## src/verilog/ep_irq_pkg.sv

```systemverilog
// Package: register map, field layout and bus carrier types for the endpoint irq summary
package ep_irq_pkg;
   localparam int          NUM_EP         = 7;
   localparam int          SRC_W          = 5;
   localparam logic [7:0]  SUMMARY_ADDR   = 8'hf8;
   localparam logic [7:0]  ENABLE_ADDR    = 8'hc2;
   localparam logic [7:0]  SUMMARY_RESET  = 8'h00;
   localparam logic [7:0]  ENABLE_RESET   = 8'h00;
   localparam int          RSVD_BIT       = 7;
   // Source bit positions within one endpoint's status field
   localparam int          SRC_TRANSMIT_COMPLETE      = 0;
   localparam int          SRC_RXB0       = 1;
   localparam int          SRC_RXB1       = 2;
   localparam int          SRC_SETUP      = 3;
   localparam int          SRC_STALLCRC   = 4;

   typedef struct packed {
      logic       cyc;
      logic       stb;
      logic       we;
      logic [7:0] adr;
      logic [0:0] sel;
      logic [7:0] dat;
   } wb_req_t;

   typedef struct packed {
      logic       ack;
      logic [7:0] dat;
   } wb_rsp_t;

   typedef logic [SRC_W-1:0] ep_src_t;
endpackage

```

## src/verilog/usb_endpoint_irq_summary.sv

```systemverilog
// Endpoint interrupt summary flags, enable mask and irq line behind a Wishbone slave
// How it works
// RL1: bit 7 of summary reads zero always
// RL2: flag n set when endpoint n source active
// RL3: sources: transmit_complete, rx bank0/1, setup, stall/crc
// RL4: irq per endpoint needs flag and enable
// RL5: flag self-clears; no software clear path
// RL6: summary at F8h, read-only, resets 00h
// RL7: enable register at C2h, bit per endpoint
// RL8: irq is OR of flag AND enable
//
// The Wishbone register port was decided locally.
`timescale 1ns/1ns
module usb_endpoint_irq_summary (
   input  wire logic                                    SYS_CLK,   // 10 MHz clock
   input  wire logic                                    ARST_N,    // Async reset, low
   input  wire ep_irq_pkg::wb_req_t                     WB_REQ,    // Wishbone request
   output      ep_irq_pkg::wb_rsp_t                     WB_RSP,    // Wishbone answer
   input  wire ep_irq_pkg::ep_src_t [ep_irq_pkg::NUM_EP-1:0] EP_SRC, // Status sources
   output      logic                                    USB_IRQ    // Endpoint irq, high
);
   logic [ep_irq_pkg::NUM_EP-1:0] flag_r,   flag_nxt;
   logic [ep_irq_pkg::NUM_EP-1:0] enable_r, enable_nxt;
   logic                          irq_r,    irq_nxt;
   logic                          ack_r,    ack_nxt;
   logic [7:0]                    rdat_r,   rdat_nxt;
   logic                          access;
   logic                          rd_summary, rd_enable;
   logic                          wr_summary, wr_enable;

   assign access = WB_REQ.cyc & WB_REQ.stb & ~ack_r;

   always_comb begin
      flag_nxt = '0;
      for (int n = 0; n < ep_irq_pkg::NUM_EP; n++) begin
         // Any status source keeps the flag up; it drops when all clear
         flag_nxt[n] = EP_SRC[n][ep_irq_pkg::SRC_TRANSMIT_COMPLETE]    // [RL2] [RL3] [RL5]
                     | EP_SRC[n][ep_irq_pkg::SRC_RXB0]
                     | EP_SRC[n][ep_irq_pkg::SRC_RXB1]
                     | EP_SRC[n][ep_irq_pkg::SRC_SETUP]
                     | EP_SRC[n][ep_irq_pkg::SRC_STALLCRC];
      end
   end

   always_ff @(posedge SYS_CLK or negedge ARST_N) begin
      if (!ARST_N) begin
         flag_r <= ep_irq_pkg::SUMMARY_RESET[ep_irq_pkg::NUM_EP-1:0]; // [RL6]
      end else begin
         flag_r <= flag_nxt;
      end
   end

   // Irq group: the line is one stage behind the flags, so a source that
   // rises at one edge raises the line two edges later
   always_comb begin
      irq_nxt = |(flag_r & enable_r);                         // [RL4] [RL8]
   end

   always_ff @(posedge SYS_CLK or negedge ARST_N) begin
      if (!ARST_N) begin
         irq_r <= 1'b0;
      end else begin
         irq_r <= irq_nxt;
      end
   end

   // Bus group: registered acknowledge and read data, one answer per request
   always_comb begin
      enable_nxt = enable_r;
      ack_nxt    = access;
      rdat_nxt   = 8'h00;
      if (access && WB_REQ.we && WB_REQ.sel[0]
          && WB_REQ.adr == ep_irq_pkg::ENABLE_ADDR) begin
         enable_nxt = WB_REQ.dat[ep_irq_pkg::NUM_EP-1:0];    // [RL7]
      end
      // Writes to the summary address are dropped
      if (access && !WB_REQ.we) begin
         unique case (WB_REQ.adr)
            ep_irq_pkg::SUMMARY_ADDR: rdat_nxt = {1'b0, flag_r};   // [RL1] [RL6]
            ep_irq_pkg::ENABLE_ADDR:  rdat_nxt = {1'b0, enable_r}; // [RL7]
            default:                  rdat_nxt = 8'h00;
         endcase
      end
   end

   always_ff @(posedge SYS_CLK or negedge ARST_N) begin
      if (!ARST_N) begin
         enable_r <= ep_irq_pkg::ENABLE_RESET[ep_irq_pkg::NUM_EP-1:0];
         ack_r    <= 1'b0;
         rdat_r   <= 8'h00;
      end else begin
         enable_r <= enable_nxt;
         ack_r    <= ack_nxt;
         rdat_r   <= rdat_nxt;
      end
   end

   assign WB_RSP.ack = ack_r;
   assign WB_RSP.dat = rdat_r;
   assign USB_IRQ    = irq_r;

   // Decode of the request taken this cycle, shared by the bus checks
   always_comb begin
      rd_summary = access && !WB_REQ.we
                   && WB_REQ.adr == ep_irq_pkg::SUMMARY_ADDR;
      rd_enable  = access && !WB_REQ.we
                   && WB_REQ.adr == ep_irq_pkg::ENABLE_ADDR;
      wr_summary = access && WB_REQ.we
                   && WB_REQ.adr == ep_irq_pkg::SUMMARY_ADDR;
      wr_enable  = access && WB_REQ.we && WB_REQ.sel[0]
                   && WB_REQ.adr == ep_irq_pkg::ENABLE_ADDR;
   end

   // One copy of the endpoint checks per endpoint, and per source bit
   for (genvar e = 0; e < ep_irq_pkg::NUM_EP; e++) begin : g_ep_chk

      for (genvar b = 0; b < ep_irq_pkg::SRC_W; b++) begin : g_src_chk

      end
   end
endmodule
```

## config.mk

```make
export PLATFORM = sky130hd
export DESIGN_NAME = usb_endpoint_irq_summary
export DESIGN_NICKNAME = d
export VERILOG_FILES = /design/src/verilog/ep_irq_pkg.sv /design/src/verilog/usb_endpoint_irq_summary.sv
export SDC_FILE = /design/constraint.sdc
export NUM_CORES = 1
export LEC_CHECK = 0
export ABC_AREA = 1
export BUFFER_PORTS_ARGS = -buffer_cell sky130_fd_sc_hd__buf_2
export CAP_MARGIN = 20
export CELL_PAD_IN_SITES_DETAIL_PLACEMENT = 0
export CELL_PAD_IN_SITES_GLOBAL_PLACEMENT = 1
export CORE_MARGIN = 5
export CORE_UTILIZATION = 27
export CTS_BUF_LIST = sky130_fd_sc_hd__clkbuf_8
export CTS_CLUSTER_DIAMETER = 30
export CTS_CLUSTER_SIZE = 16
export DETAILED_ROUTE_END_ITERATION = 8
export GPL_TIMING_DRIVEN = 0
export PLACE_DENSITY_LB_ADDON = 0.1
export SYNTH_ARGS = -nofsm -noshare
export SYNTH_HDL_FRONTEND = slang
export SYNTH_SLANG_ARGS = --single-unit
```

## constraint.sdc

```tcl
create_clock -name SYS_CLK -period 1.1 [get_ports SYS_CLK]
set_input_delay 0 -clock SYS_CLK [delete_from_list [all_inputs] [get_ports SYS_CLK]]
set_output_delay 0 -clock SYS_CLK [all_outputs]
set_load 0.01 [all_outputs]
```

=== Yosys cells after proc, flatten, opt, wreduce, memory -nomap -nowiden ===
Cells that the tools add are included.

* Equality and inequality tests: 2
* Muxes and demuxes: 2
* Bitwise logic cells: 32
* Reductions and logical operators: 6

{| class="wikitable"
|+ Operators by type and width
! cell !! count
|-
| 1-bit bitwise OR || 28
|-
| 8-bit == test, second input constant || 2
|-
| 7-bit one-hot mux with 2 select lines || 1
|-
| 8-bit 2-to-1 mux || 1
|-
| 7-bit AND || 1
|-
| 7-bit OR reduction || 1
|-
| 1-bit logical AND || 4
|-
| 1-bit AND || 2
|-
| 1-bit logical NOT || 1
|-
| 1-bit inverter || 1
|}

* Register bits after elaboration: 24
* Bits of input ports: 57
* Output and inout port bits: 10
* Word-level logic and storage cells: 47

=== Depth between registers and ports, before layout ===
Gate-level depths: netlist of the first run.

* Depth in word-level cells: 5
* Gate-level depth with buffers: 7
* Mapped depth without buffers: 7

=== Worst setup path before layout of the first run ===
Ideal clock, no wire load.

* Path kind: register -> register
* Start point: reg ack_r
* End point: reg enable_r[0] (netlist name)
* Library setup time: 117 ps
* Arrival time: 943 ps
* Data required time: 983 ps
* Slack: 41 ps
* Cell stages (with the launch flop): 7
* Buffers on the path: 0
* Period minus slack after synthesis: 1059 ps
* Path through: dfrtp_1 > nor2_2 > inv_2 > nor2_4 > nand2_1 > nand2_1 > nand2_1

* Word-level cells in the longest chain between the ends: 5

{| class="wikitable"
|+ RTL lines
! element !! RTL line !! text
|-
| start: declaration || usb_endpoint_irq_summary.sv:25 || <nowiki>logic ack_r, ack_nxt;</nowiki>
|-
| start signal: assignment || usb_endpoint_irq_summary.sv:93 || <nowiki>ack_r <= ack_nxt;</nowiki>
|-
| 1-bit inverter || usb_endpoint_irq_summary.sv:31 || <nowiki>assign access = WB_REQ.cyc & WB_REQ.stb & ~ack_r;</nowiki>
|-
| 1-bit AND || usb_endpoint_irq_summary.sv:31 ||
|-
| net access || usb_endpoint_irq_summary.sv:27 || <nowiki>logic access;</nowiki>
|-
| 1-bit logical AND (3 in a row) || -- ||
|-
| end signal: assignment || usb_endpoint_irq_summary.sv:88 || <nowiki>enable_r <= ep_irq_pkg::ENABLE_RESET[ep_irq_pkg::NUM_EP-1:0];</nowiki>
|-
| end signal: assignment || usb_endpoint_irq_summary.sv:92 || <nowiki>enable_r <= enable_nxt;</nowiki>
|-
| end: declaration || usb_endpoint_irq_summary.sv:23 || <nowiki>logic [ep_irq_pkg::NUM_EP-1:0] enable_r, enable_nxt;</nowiki>
|}

The timed path passes the listed nets, and every way through them passes these cells.
A chain may end at the register's enable or synchronous reset.

=== Worst setup path after layout of the first run ===
* Start point: reg ack_r
* End point: reg rdat_r[6]

* Word-level cells in the longest chain between the ends: 4

{| class="wikitable"
|+ RTL lines
! element !! RTL line !! text
|-
| 1-bit inverter || usb_endpoint_irq_summary.sv:31 ||
|-
| 1-bit AND || usb_endpoint_irq_summary.sv:31 ||
|-
| net access || usb_endpoint_irq_summary.sv:27 ||
|-
| 1-bit logical AND || -- ||
|-
| 8-bit 2-to-1 mux || usb_endpoint_irq_summary.sv:77 || <nowiki>if (access && !WB_REQ.we) begin</nowiki>
|-
| net rdat_nxt[6] || usb_endpoint_irq_summary.sv:26 || <nowiki>logic [7:0] rdat_r, rdat_nxt;</nowiki>
|-
| end signal: assignment || usb_endpoint_irq_summary.sv:94 || <nowiki>rdat_r <= rdat_nxt;</nowiki>
|-
| end: declaration || usb_endpoint_irq_summary.sv:26 ||
|}

The timed path passes the listed nets, and every way through them passes these cells.

==> flow_metrics.tcl, run 1 <==
set metrics [dict create \
    synth_adder_area_share_pct 0 \
    place.gp.congestion 0.7836 \
    floorplan.initialDensity_pct 28.61 \
    netSwitchingFraction_pct 21.37 \
    synth_xor_area_share_pct 0 \
    worstSkewPairLatency_ns 0.26 \
    synthesis.area_per_instance_sq_um 8.568 \
    clock_transition_at_the_registers_of_the_reported_paths_ns 0.07 \
    critical_path_depth 5 \
    power_frac_clock_pct 29.3 \
    fp_rows 22 \
    maxSlewHeadroom_pct 66.61 \
    synth_top_area_share_pct 53.74 \
    synth.largest_area_cell "sky130_fd_sc_hd__dfrtp_1" \
    postSynthCellCount 125 \
    pwr_density_cell_nw_per_um2 839.9 \
    antenna_found_initial 0 \
    cp_data_required_time_ns 1.29 \
    cpMaxStageDelayCell "sky130_fd_sc_hd__dfrtp_1" \
    synth_top_family_by_area "simple AND/OR/NAND/NOR gates" \
    finalWirelength_um 3117 \
    vias_per_cell 4.225 \
    seq_area_frac_synth_pct 53.74 \
    synth_compound_area_share_pct 6.192 \
    r2r_end "rdat_r[6]" \
    die_area_sq_um 5326 \
    layout-drive-gt1-share_pct 36.51 \
    endpoint "rdat_r[6]" \
    via_count 1221 \
    numCtsBuffers 3 \
    nets 299 \
    drcViolationCount 0 \
    n_fill_cell 366 \
    met2_usage_pct 23.54 \
    die_w_um 72.98 \
    n_antenna_cell 0 \
    crit_buf_inv 2 \
    buffer_ports.inserted 64 \
    report.final.slew_viol_count 0 \
    power.ir.vdd_worst_mv 0.5136 \
    ff_latch_area_sq_um 575.6 \
    setup_viol_count_final 0 \
    grt_max_degree 24 \
    placed_area_sq_um 1451 \
    maxcap_violations 0 \
    critical_path.startpoint_type "flop" \
    period_needed_ns 1.090 \
    worst-endpoint-arrival_ns 1.28 \
    leakage_power_of_the_design_nw 0.9876 \
    mappedNetlistNets 182 \
    rsz0062_at_grt "true" \
    timing.setup.tns_ns 0 \
    comb_power_share_pct 18.9 \
    syn_to_final_growth_pct 84.93 \
    yosys.cell_types.count 17 \
    status "finished clean" \
    hold_viol_final 0 \
    synthSimpleGateAreaFrac_pct 35.16 \
    critPathLaunch "ack_r" \
    avgRoutedWirePerCell_um 10.79 \
    globalRoute.busiestLayer "met2" \
    path_class "flop to flop" \
    switching_power_w 0.0003555 \
    dp_hpwl_um 2227 \
    cts.root.buffer_cell "sky130_fd_sc_hd__clkbuf_8" \
    grt_overflow_total 0 \
    critPathCaptureType "flop" \
    synthesis.area_sq_um 1071 \
    timing.reg2reg.worst_path_depth 5 \
    muxShareOfSynthArea_pct 0 \
    multiInputGateArea_sq_um 459.2 \
    io_pins 67 \
    worst-path-max-fanout 7 \
    grtUsageMet1_pct 14.57 \
    cts_tree "done" \
    r2r_setup_slack_ns 0.01 \
    worstHoldPathType "primary input to flop" \
    worstMarginPinSlew_ns 0.5008 \
    grt_use_total_pct 12.65 \
    drtPass1Iterations 4 \
    grt_first_pass_wirelength_um 5409 \
    internal_power_w 0.001308 \
    synth_seq_cells 23 \
    postRouteAntennaNets 0 \
    area_of_all_placed_cells_without_fillers_sq_um 1981 \
    worst_r2r_startpoint "ack_r" \
    met3_resource_use_gr_pct 3.719 \
    share_seq_of_total_power_pct 51.7 \
    crit_path_cell_trace "nor2_2, inv_2, or2_1, buf_6, a21oi_2" \
    die-height_um 72.98 \
    clock_tree.htree_level_count 1 \
    final.period_utilization_pct 99.06 \
    synth_warnings 0 \
    drt_iter0_drc 34 \
    finalClockSkew_ns 0.003147 \
    ctsLongestPathBuffers 2 \
    synth_area_leaders "sky130_fd_sc_hd__dfrtp_1, sky130_fd_sc_hd__nand2_1, sky130_fd_sc_hd__nand3_1" \
    timing.critical_path.max_delay_family "flip-flops" \
    fmax_mhz 917.7 \
    slowest_delay_ns 0.39 \
    first_global_vias 1279 \
    numClockSinks 23 \
    core-area_sq_um 3744 \
]
==> through the flow <==
stage / total power, W / util [%] / worst slack, ns / hold WS [ns] / std cells
2_1_floorplan: 0.0009357 / - / 0.04053 / -0.2956 / 125
3_3_place_gp: 0.001056 / 38.77 / -0.1212 / -0.008339 / 237
3_5_place_dp: 0.001063 / 38.77 / -0.1425 / -0.0005848 / 237
4_1_cts: 0.001684 / 52.64 / -0.01829 / 0.1488 / 289
5_1_grt: 0.001771 / 52.91 / -0.08117 / 0.1507 / 289
6_report: 0.001664 / 52.91 / 0.01033 / 0.1473 / 289
==> cell type report <==
type	instances	area share [%]
flip-flops and latches	23	29.06
plain buffers	3	1.327
multi-input cells	93	23.18
clock buffers	3	2.085
repair buffers	112	39.99
well taps	48	3.032
inverters	6	1.137
clock inverters	1	0.1895
==> cells in the mapped netlist, drive strengths merged <==
cell type / n
nor3: 7
and3: 1
dfrtp: 23
a21oi: 8
conb: 1
inv: 6
or2: 1
nand4: 1
nor2: 15
nand2: 37
buf: 3
nand3: 22
==> sequential cells by signal (all words and copies together), names as in the netlist <==
signal,count
flag_r,7
ack_r,1
enable_r,7
USB_IRQ,1
rdat_r,7
==> kinds of logic after synthesis <==
group           Yosys count
flops                    23
compound gates            8
other cells               1
buf+inv                   9
simple gates             84
==> worst min-delay path: stages <==
cell	delay, ns
sky130_fd_sc_hd__buf_2	0.08
sky130_fd_sc_hd__or2_1	0.11
sky130_fd_sc_hd__buf_6	0.14
sky130_fd_sc_hd__a21oi_2	0.03
==> placed cells by master, fill, tap and decap left out <==
master	n
sky130_fd_sc_hd__nor2_2	1
sky130_fd_sc_hd__inv_1	6
sky130_fd_sc_hd__dfrtp_1	23
sky130_fd_sc_hd__a21oi_1	1
sky130_fd_sc_hd__nand3_2	1
sky130_fd_sc_hd__buf_2	64
sky130_fd_sc_hd__a21oi_2	7
sky130_fd_sc_hd__buf_6	2
sky130_fd_sc_hd__nor2_4	2
sky130_fd_sc_hd__nand4_1	1
sky130_fd_sc_hd__nor3_1	7
sky130_fd_sc_hd__nor2_1	12
sky130_fd_sc_hd__buf_4	6
sky130_fd_sc_hd__nand3_1	21
sky130_fd_sc_hd__and3_1	1
sky130_fd_sc_hd__or2_1	1
sky130_fd_sc_hd__inv_2	1
sky130_fd_sc_hd__clkbuf_8	3
sky130_fd_sc_hd__nand2_1	36
sky130_fd_sc_hd__dlygate4sd3_1	43
sky130_fd_sc_hd__conb_1	1
sky130_fd_sc_hd__nand2_4	1
==> layer usage <==
layer  up-vias  wire [um]
li1        637          -
met1       547       1239
met4         0          0
met5         -          0
met2        37       1643
met3         0        233
==> power groups by stage <==
stage | Clock (W) | Combinational, W | Sequential, W
floorplan | 0 | 0.0000591 | 0.000877
global placement | 0 | 0.000179 | 0.000877
detailed placement | 0 | 0.000186 | 0.000877
CTS | 0.000510 | 0.000314 | 0.000860
global route | 0.000559 | 0.000350 | 0.000861
finish | 0.000488 | 0.000315 | 0.000861
==> repair_timing <==
| item | in CTS | in global routing |
|---|---|---|
| hold buffers | 43 | 0 |
| hold endpoints to repair | 37 | 0 |
| pin swaps | 2 | 2 |
| endpoints found under the setup margin | 14 | 14 |
| cloned | 0 | 0 |
| gates resized for setup | 2 | 2 |
| buffers inserted | 5 | 0 |
==> worst min-delay path by stage <==
stage / from / endpoint / slack [ns] / cells after the start
floorplan: ARST_N / USB_IRQ / -0.30 / 0
global placement: ARST_N / rdat_r[1] / -0.008 / 1
detailed placement: ARST_N / rdat_r[1] / -0.0006 / 1
CTS: WB_REQ[17] / rdat_r[2] / 0.15 / 4
global route: WB_REQ[17] / rdat_r[4] / 0.15 / 4
finish: WB_REQ[17] / rdat_r[2] / 0.15 / 4
Power figures use the tool's default switching activity.
==> inputs of run 2 (changes only) <==
--- a/config.mk
+++ b/config.mk
@@ -11,7 +11,7 @@
 export CELL_PAD_IN_SITES_DETAIL_PLACEMENT = 0
 export CELL_PAD_IN_SITES_GLOBAL_PLACEMENT = 1
 export CORE_MARGIN = 5
-export CORE_UTILIZATION = 27
+export CORE_UTILIZATION = 32
 export CTS_BUF_LIST = sky130_fd_sc_hd__clkbuf_8
 export CTS_CLUSTER_DIAMETER = 30
 export CTS_CLUSTER_SIZE = 16
==> constraint.sdc (replaced) <==
create_clock -name SYS_CLK -period 1.4 [get_ports SYS_CLK]
set_input_delay 0 -clock SYS_CLK [delete_from_list [all_inputs] [get_ports SYS_CLK]]
set_output_delay 0 -clock SYS_CLK [all_outputs]
set_load 0.01 [all_outputs]
==> flow_metrics.tcl, run 2 (synthesis results as in run 1) <==
set metrics [dict create \
    worst-endpoint-arrival_ns 1.43 \
    worstHoldPathType "primary input to flop" \
    critPathMostFrequentCell "sky130_fd_sc_hd__dlygate4sd3_1" \
    die-height_um 67.85 \
    worst-path-max-fanout 1 \
    place.gp.congestion 0.7394 \
    setup_viol_count_final 0 \
    largestRegisters "enable_r (7), flag_r (7), rdat_r (7)" \
    grt_overflow_total 0 \
    grt_use_total_pct 14.55 \
    report.final.slew_viol_count 0 \
    area_of_all_placed_cells_without_fillers_sq_um 1876 \
    slowest_delay_ns 0.58 \
    final_util_pct 57.10 \
    dp_hpwl_um 2034 \
    critPathCaptureType "flop" \
    most-common-layout-cells "sky130_fd_sc_hd__buf_2, sky130_fd_sc_hd__dlygate4sd3_1, sky130_fd_sc_hd__nand2_1" \
    numClockSinks 23 \
    status "finished clean" \
    layout-drive-gt1-share_pct 35.50 \
    hold_path_origin "WB_REQ[17]" \
    antenna_found_initial 0 \
    io_pins 67 \
    cts_tree "done" \
    die_area_sq_um 4604 \
    n_antenna_cell 0 \
    power.ir.vdd_worst_mv 0.6393 \
    postRouteAntennaNets 0 \
    fmax_mhz 782.6 \
    timing.critical_path.max_delay_family "buffers and inverters" \
    worstSkewPairLatency_ns 0.26 \
    period_needed_ns 1.278 \
    place_inst 235 \
    globalRoute.busiestLayer "met2" \
    floorplan.initialDensity_pct 32.61 \
    crit_buf_inv 3 \
    critPathLaunch "EP_SRC[9]" \
    placed_area_sq_um 1449 \
    met2_usage_pct 27.83 \
    grtUsageMet1_pct 16.58 \
    path_class "primary input to flop" \
    drtPass1Iterations 6 \
    buffer_ports.inserted 64 \
    nets 289 \
    cp_data_required_time_ns 1.56 \
    vias_per_cell 4.303 \
    hold_viol_final 0 \
    crit_path_cell_trace "dlygate4sd3_1, buf_2, nor3_1, dlygate4sd3_1, nand2_1" \
    layout.cells.most_common "sky130_fd_sc_hd__buf_2" \
    met3_resource_use_gr_pct 3.448 \
    syn_to_final_growth_pct 75.12 \
    cpMaxStageDelayCell "sky130_fd_sc_hd__dlygate4sd3_1" \
    final.period_utilization_pct 91.27 \
    avgRoutedWirePerCell_um 10.75 \
    via_count 1192 \
    layoutNonFillerInstCount 277 \
    rsz0062_at_grt "false" \
    fp_rows 21 \
    core-area_sq_um 3284 \
    timing.setup.tns_ns 0 \
    drcViolationCount 0 \
    maxcap_violations 0 \
    worst_r2r_startpoint "ack_r" \
    clock_transition_at_the_registers_of_the_reported_paths_ns 0.08 \
    die_w_um 67.85 \
    grt_max_degree 24 \
    pwr_density_cell_nw_per_um2 688.9 \
    ctsLongestPathBuffers 2 \
    drt_iter0_drc 44 \
    power_w 0.001292 \
    finalWirelength_um 2978 \
    leakage_power_of_the_design_nw 0.9492 \
    post_cts_resize_count 0 \
    cts.root.buffer_cell "sky130_fd_sc_hd__clkbuf_8" \
    grt_first_pass_wirelength_um 5071 \
    finalClockSkew_ns 0.007837 \
    clock_tree.htree_level_count 1 \
    numCtsBuffers 3 \
    first_global_vias 1218 \
    critical_path.startpoint_type "primary input" \
]
run 2: what timing repair did:
item	in CTS	in global routing
hold buffers	38	0
endpoints found under the hold margin	38	0
buffers inserted	0	0
run 2: worst paths after layout:
path                            slack, ns          end  cells after the start
worst max-delay path                 0.12    flag_r[1]                      5
worst min register to register       0.51      USB_IRQ                      2
worst max register to register       0.18  enable_r[0]                      6
max in group asynchronous            0.83    rdat_r[3]                      2
worst min-delay path                 0.14    rdat_r[0]                      4
min in group asynchronous            0.23    flag_r[2]                      2
run 2: layer usage:
layer	part of all wire [%]	routed length, um	vias up
met5	0	0	-
met4	0.44	13	0
met3	5.8	172	2
met2	56	1681	33
met1	37	1110	538
li1	-	-	619
run 2: area by class of cell:
cell class / count / area (sq um)
buffer: 3 / 26.28
clock buffer: 3 / 41.29
clock inverter: 1 / 5.005
fill: 316 / 1409
inverter: 6 / 22.52
multi-input combinational: 93 / 446.7
sequential: 23 / 575.6
tap: 46 / 57.56
timing repair buffer: 102 / 700.7
run 2: worst reg2reg max path: cells and delay by family (launching register included):
family / cells / cell delay, ns
buf+inv: 1 / 0.06
simple gates: 5 / 0.68
flops: 1 / 0.39
run 2: power by group:
group	internal, W	leakage, nW	switching [W]
Sequential	0.000671	0.285	0.00000450
Combinational	0.000141	0.639	0.0000828
Clock	0.000198	0.0255	0.000194
run 2: per-stage QoR:
stage | hold slack (ns) | setup slack [ns]
after floorplan | -0.2956 | 0.3405
after global placement | -0.01021 | 0.1901
after detailed placement | -0.008443 | 0.1657
after CTS | 0.1435 | 0.1485
after global routing | 0.1523 | 0.03196
final | 0.1445 | 0.1223
==> inputs of run 3 (changes only) <==
--- a/config.mk
+++ b/config.mk
@@ -11,7 +11,7 @@
 export CELL_PAD_IN_SITES_DETAIL_PLACEMENT = 0
 export CELL_PAD_IN_SITES_GLOBAL_PLACEMENT = 1
 export CORE_MARGIN = 5
-export CORE_UTILIZATION = 32
+export CORE_UTILIZATION = 30
 export CTS_BUF_LIST = sky130_fd_sc_hd__clkbuf_8
 export CTS_CLUSTER_DIAMETER = 30
 export CTS_CLUSTER_SIZE = 16
==> constraint.sdc (replaced) <==
create_clock -name SYS_CLK -period 1.33 [get_ports SYS_CLK]
set_input_delay 0 -clock SYS_CLK [delete_from_list [all_inputs] [get_ports SYS_CLK]]
set_output_delay 0 -clock SYS_CLK [all_outputs]
set_load 0.01 [all_outputs]
==> flow_metrics.tcl, run 3 (synthesis results as in run 1) <==
set metrics [dict create \
    period_needed_ns 1.255 \
    report.final.slew_viol_count 0 \
    power_frac_clock_pct 30.0 \
    die_area_sq_um 4865 \
    layout.cells.most_common "sky130_fd_sc_hd__buf_2" \
    critPathCaptureType "flop" \
    crit_buf_inv 3 \
    avgRoutedWirePerCell_um 10.56 \
    grt_overflow_total 0 \
    fmax_mhz 796.5 \
    internal_power_w 0.001063 \
    die-height_um 69.75 \
    place.gp.congestion 0.7476 \
    numCtsBuffers 3 \
    netSwitchingFraction_pct 21.60 \
    timing.setup.tns_ns 0 \
    leakage_power_of_the_design_nw 0.9673 \
    vias_per_cell 4.271 \
    rsz0062_at_grt "false" \
    layoutNonFillerInstCount 277 \
    antenna_found_initial 0 \
    worstHoldPathType "primary input to flop" \
    share_seq_of_total_power_pct 52.5 \
    most-common-layout-cells "sky130_fd_sc_hd__buf_2, sky130_fd_sc_hd__dlygate4sd3_1, sky130_fd_sc_hd__nand2_1" \
    power_w 0.001356 \
    finalWirelength_um 2926 \
    largestRegisters "enable_r (7), flag_r (7), rdat_r (7)" \
    cts_tree "done" \
    hold_viol_final 0 \
    maxcap_violations 0 \
    cts.root.buffer_cell "sky130_fd_sc_hd__clkbuf_8" \
    dp_hpwl_um 2154 \
    status "finished clean" \
    core-area_sq_um 3390 \
    layout-drive-gt1-share_pct 36.36 \
    drcViolationCount 0 \
    grt_first_pass_wirelength_um 5071 \
    timing.critical_path.max_delay_family "buffers and inverters" \
    n_antenna_cell 0 \
    die_w_um 69.75 \
    multiInputGateArea_sq_um 459.2 \
    place_inst 235 \
    finalClockSkew_ns 0.001832 \
    buffer_ports.inserted 64 \
    clock_tree.htree_level_count 1 \
    n_fill_cell 318 \
    globalRoute.busiestLayer "met2" \
    setup_viol_count_final 0 \
    comb_power_share_pct 17.5 \
    switching_power_w 0.0002929 \
    cpMaxStageDelayCell "sky130_fd_sc_hd__dlygate4sd3_1" \
    io_pins 67 \
    postRouteAntennaNets 0 \
    pre_cts_ws_ns 0.09745 \
    fp_rows 21 \
    cp_data_required_time_ns 1.49 \
    drtPass1Iterations 4 \
    syn_to_final_growth_pct 76.40 \
    first_global_vias 1184 \
    pwr_density_cell_nw_per_um2 717.5 \
    cts_setup_buffers 0 \
    slowest_delay_ns 0.56 \
    via_count 1183 \
    worst-endpoint-arrival_ns 1.41 \
    grtUsageMet1_pct 14.17 \
    met2_usage_pct 23.09 \
    nets 289 \
    grt_use_total_pct 12.73 \
    worst-path-max-fanout 1 \
    crit_path_cell_trace "dlygate4sd3_1, buf_2, nor3_1, dlygate4sd3_1, nand2_1" \
    final.period_utilization_pct 94.39 \
    grt_max_degree 24 \
    critical_path.startpoint_type "primary input" \
    ff_latch_area_sq_um 575.6 \
    path_class "primary input to flop" \
    worstSkewPairLatency_ns 0.26 \
    numClockSinks 23 \
    power.ir.vdd_worst_mv 0.5017 \
    met3_resource_use_gr_pct 3.913 \
    clock_transition_at_the_registers_of_the_reported_paths_ns 0.07 \
    layout_setup_ws_ns 0.07456 \
    floorplan.initialDensity_pct 31.60 \
    ctsLongestPathBuffers 2 \
    drt_iter0_drc 15 \
    final_util_pct 55.74 \
    critPathMostFrequentCell "sky130_fd_sc_hd__dlygate4sd3_1" \
]
[run 3: area by class of cell]
type / count / area share (%)
Buffer: 3 / 1.391
Multi-Input combinational cell: 93 / 24.30
Clock inverter: 1 / 0.1987
Tap cell: 46 / 3.046
Clock buffer: 3 / 2.185
Sequential cell: 23 / 30.46
Timing Repair Buffer: 102 / 37.22
Inverter: 6 / 1.192
[run 3: worst min-delay path: cells and delay by family]
| kind | cells | cell delay (ns) |
|---|---|---|
| AO/OA/AOI/OAI | 1 | 0.03 |
| AND/OR/NAND/NOR | 1 | 0.11 |
| buffers and inverters | 2 | 0.22 |
[run 3: path summary, 6_finish.rpt]
| kind | start | endpoint | slack (ns) | cells past startpoint |
|---|---|---|---|---|
| max | EP_SRC[28] | flag_r[5] | 0.07 | 5 |
| min | WB_REQ[17] | rdat_r[4] | 0.13 | 4 |
| max reg2reg | ack_r | enable_r[2] | 0.16 | 6 |
| min reg2reg | flag_r[4] | USB_IRQ | 0.51 | 2 |
| max in group asynchronous | ARST_N | flag_r[4] | 0.76 | 2 |
| min in group asynchronous | ARST_N | rdat_r[1] | 0.23 | 2 |
[run 3: what timing repair did]
action                     in CTS  in global routing
hold endpoints to repair       38                  0
setup endpoints to repair       0                  9
resized for setup               0                  4
hold buffers                   38                  0
[run 3: through the flow]
step           cell area (sq um)  hold WS (ns)
4_1_cts                     1874        0.1305
3_3_place_gp                1449      -0.01107
5_1_grt                     1889        0.1364
3_5_place_dp                1449     -0.003880
2_1_floorplan               1071       -0.2956
6_report                    1889        0.1347
[run 3: power by group through the flow]
stage / clock network [W] / registers, W / logic (W)
detailed placement: 0 / 0.000725 / 0.000153
CTS: 0.000429 / 0.000711 / 0.000233
global route: 0.000455 / 0.000712 / 0.000266
finish: 0.000406 / 0.000712 / 0.000238
global placement: 0 / 0.000725 / 0.000147
floorplan: 0 / 0.000725 / 0.0000489
[run 3: routing by layer]
metal / routed length (um) / share of wire (%)
met3: 221 / 7.6
met5: 0 / 0
met4: 36 / 1.2
met2: 1561 / 53
met1: 1107 / 38
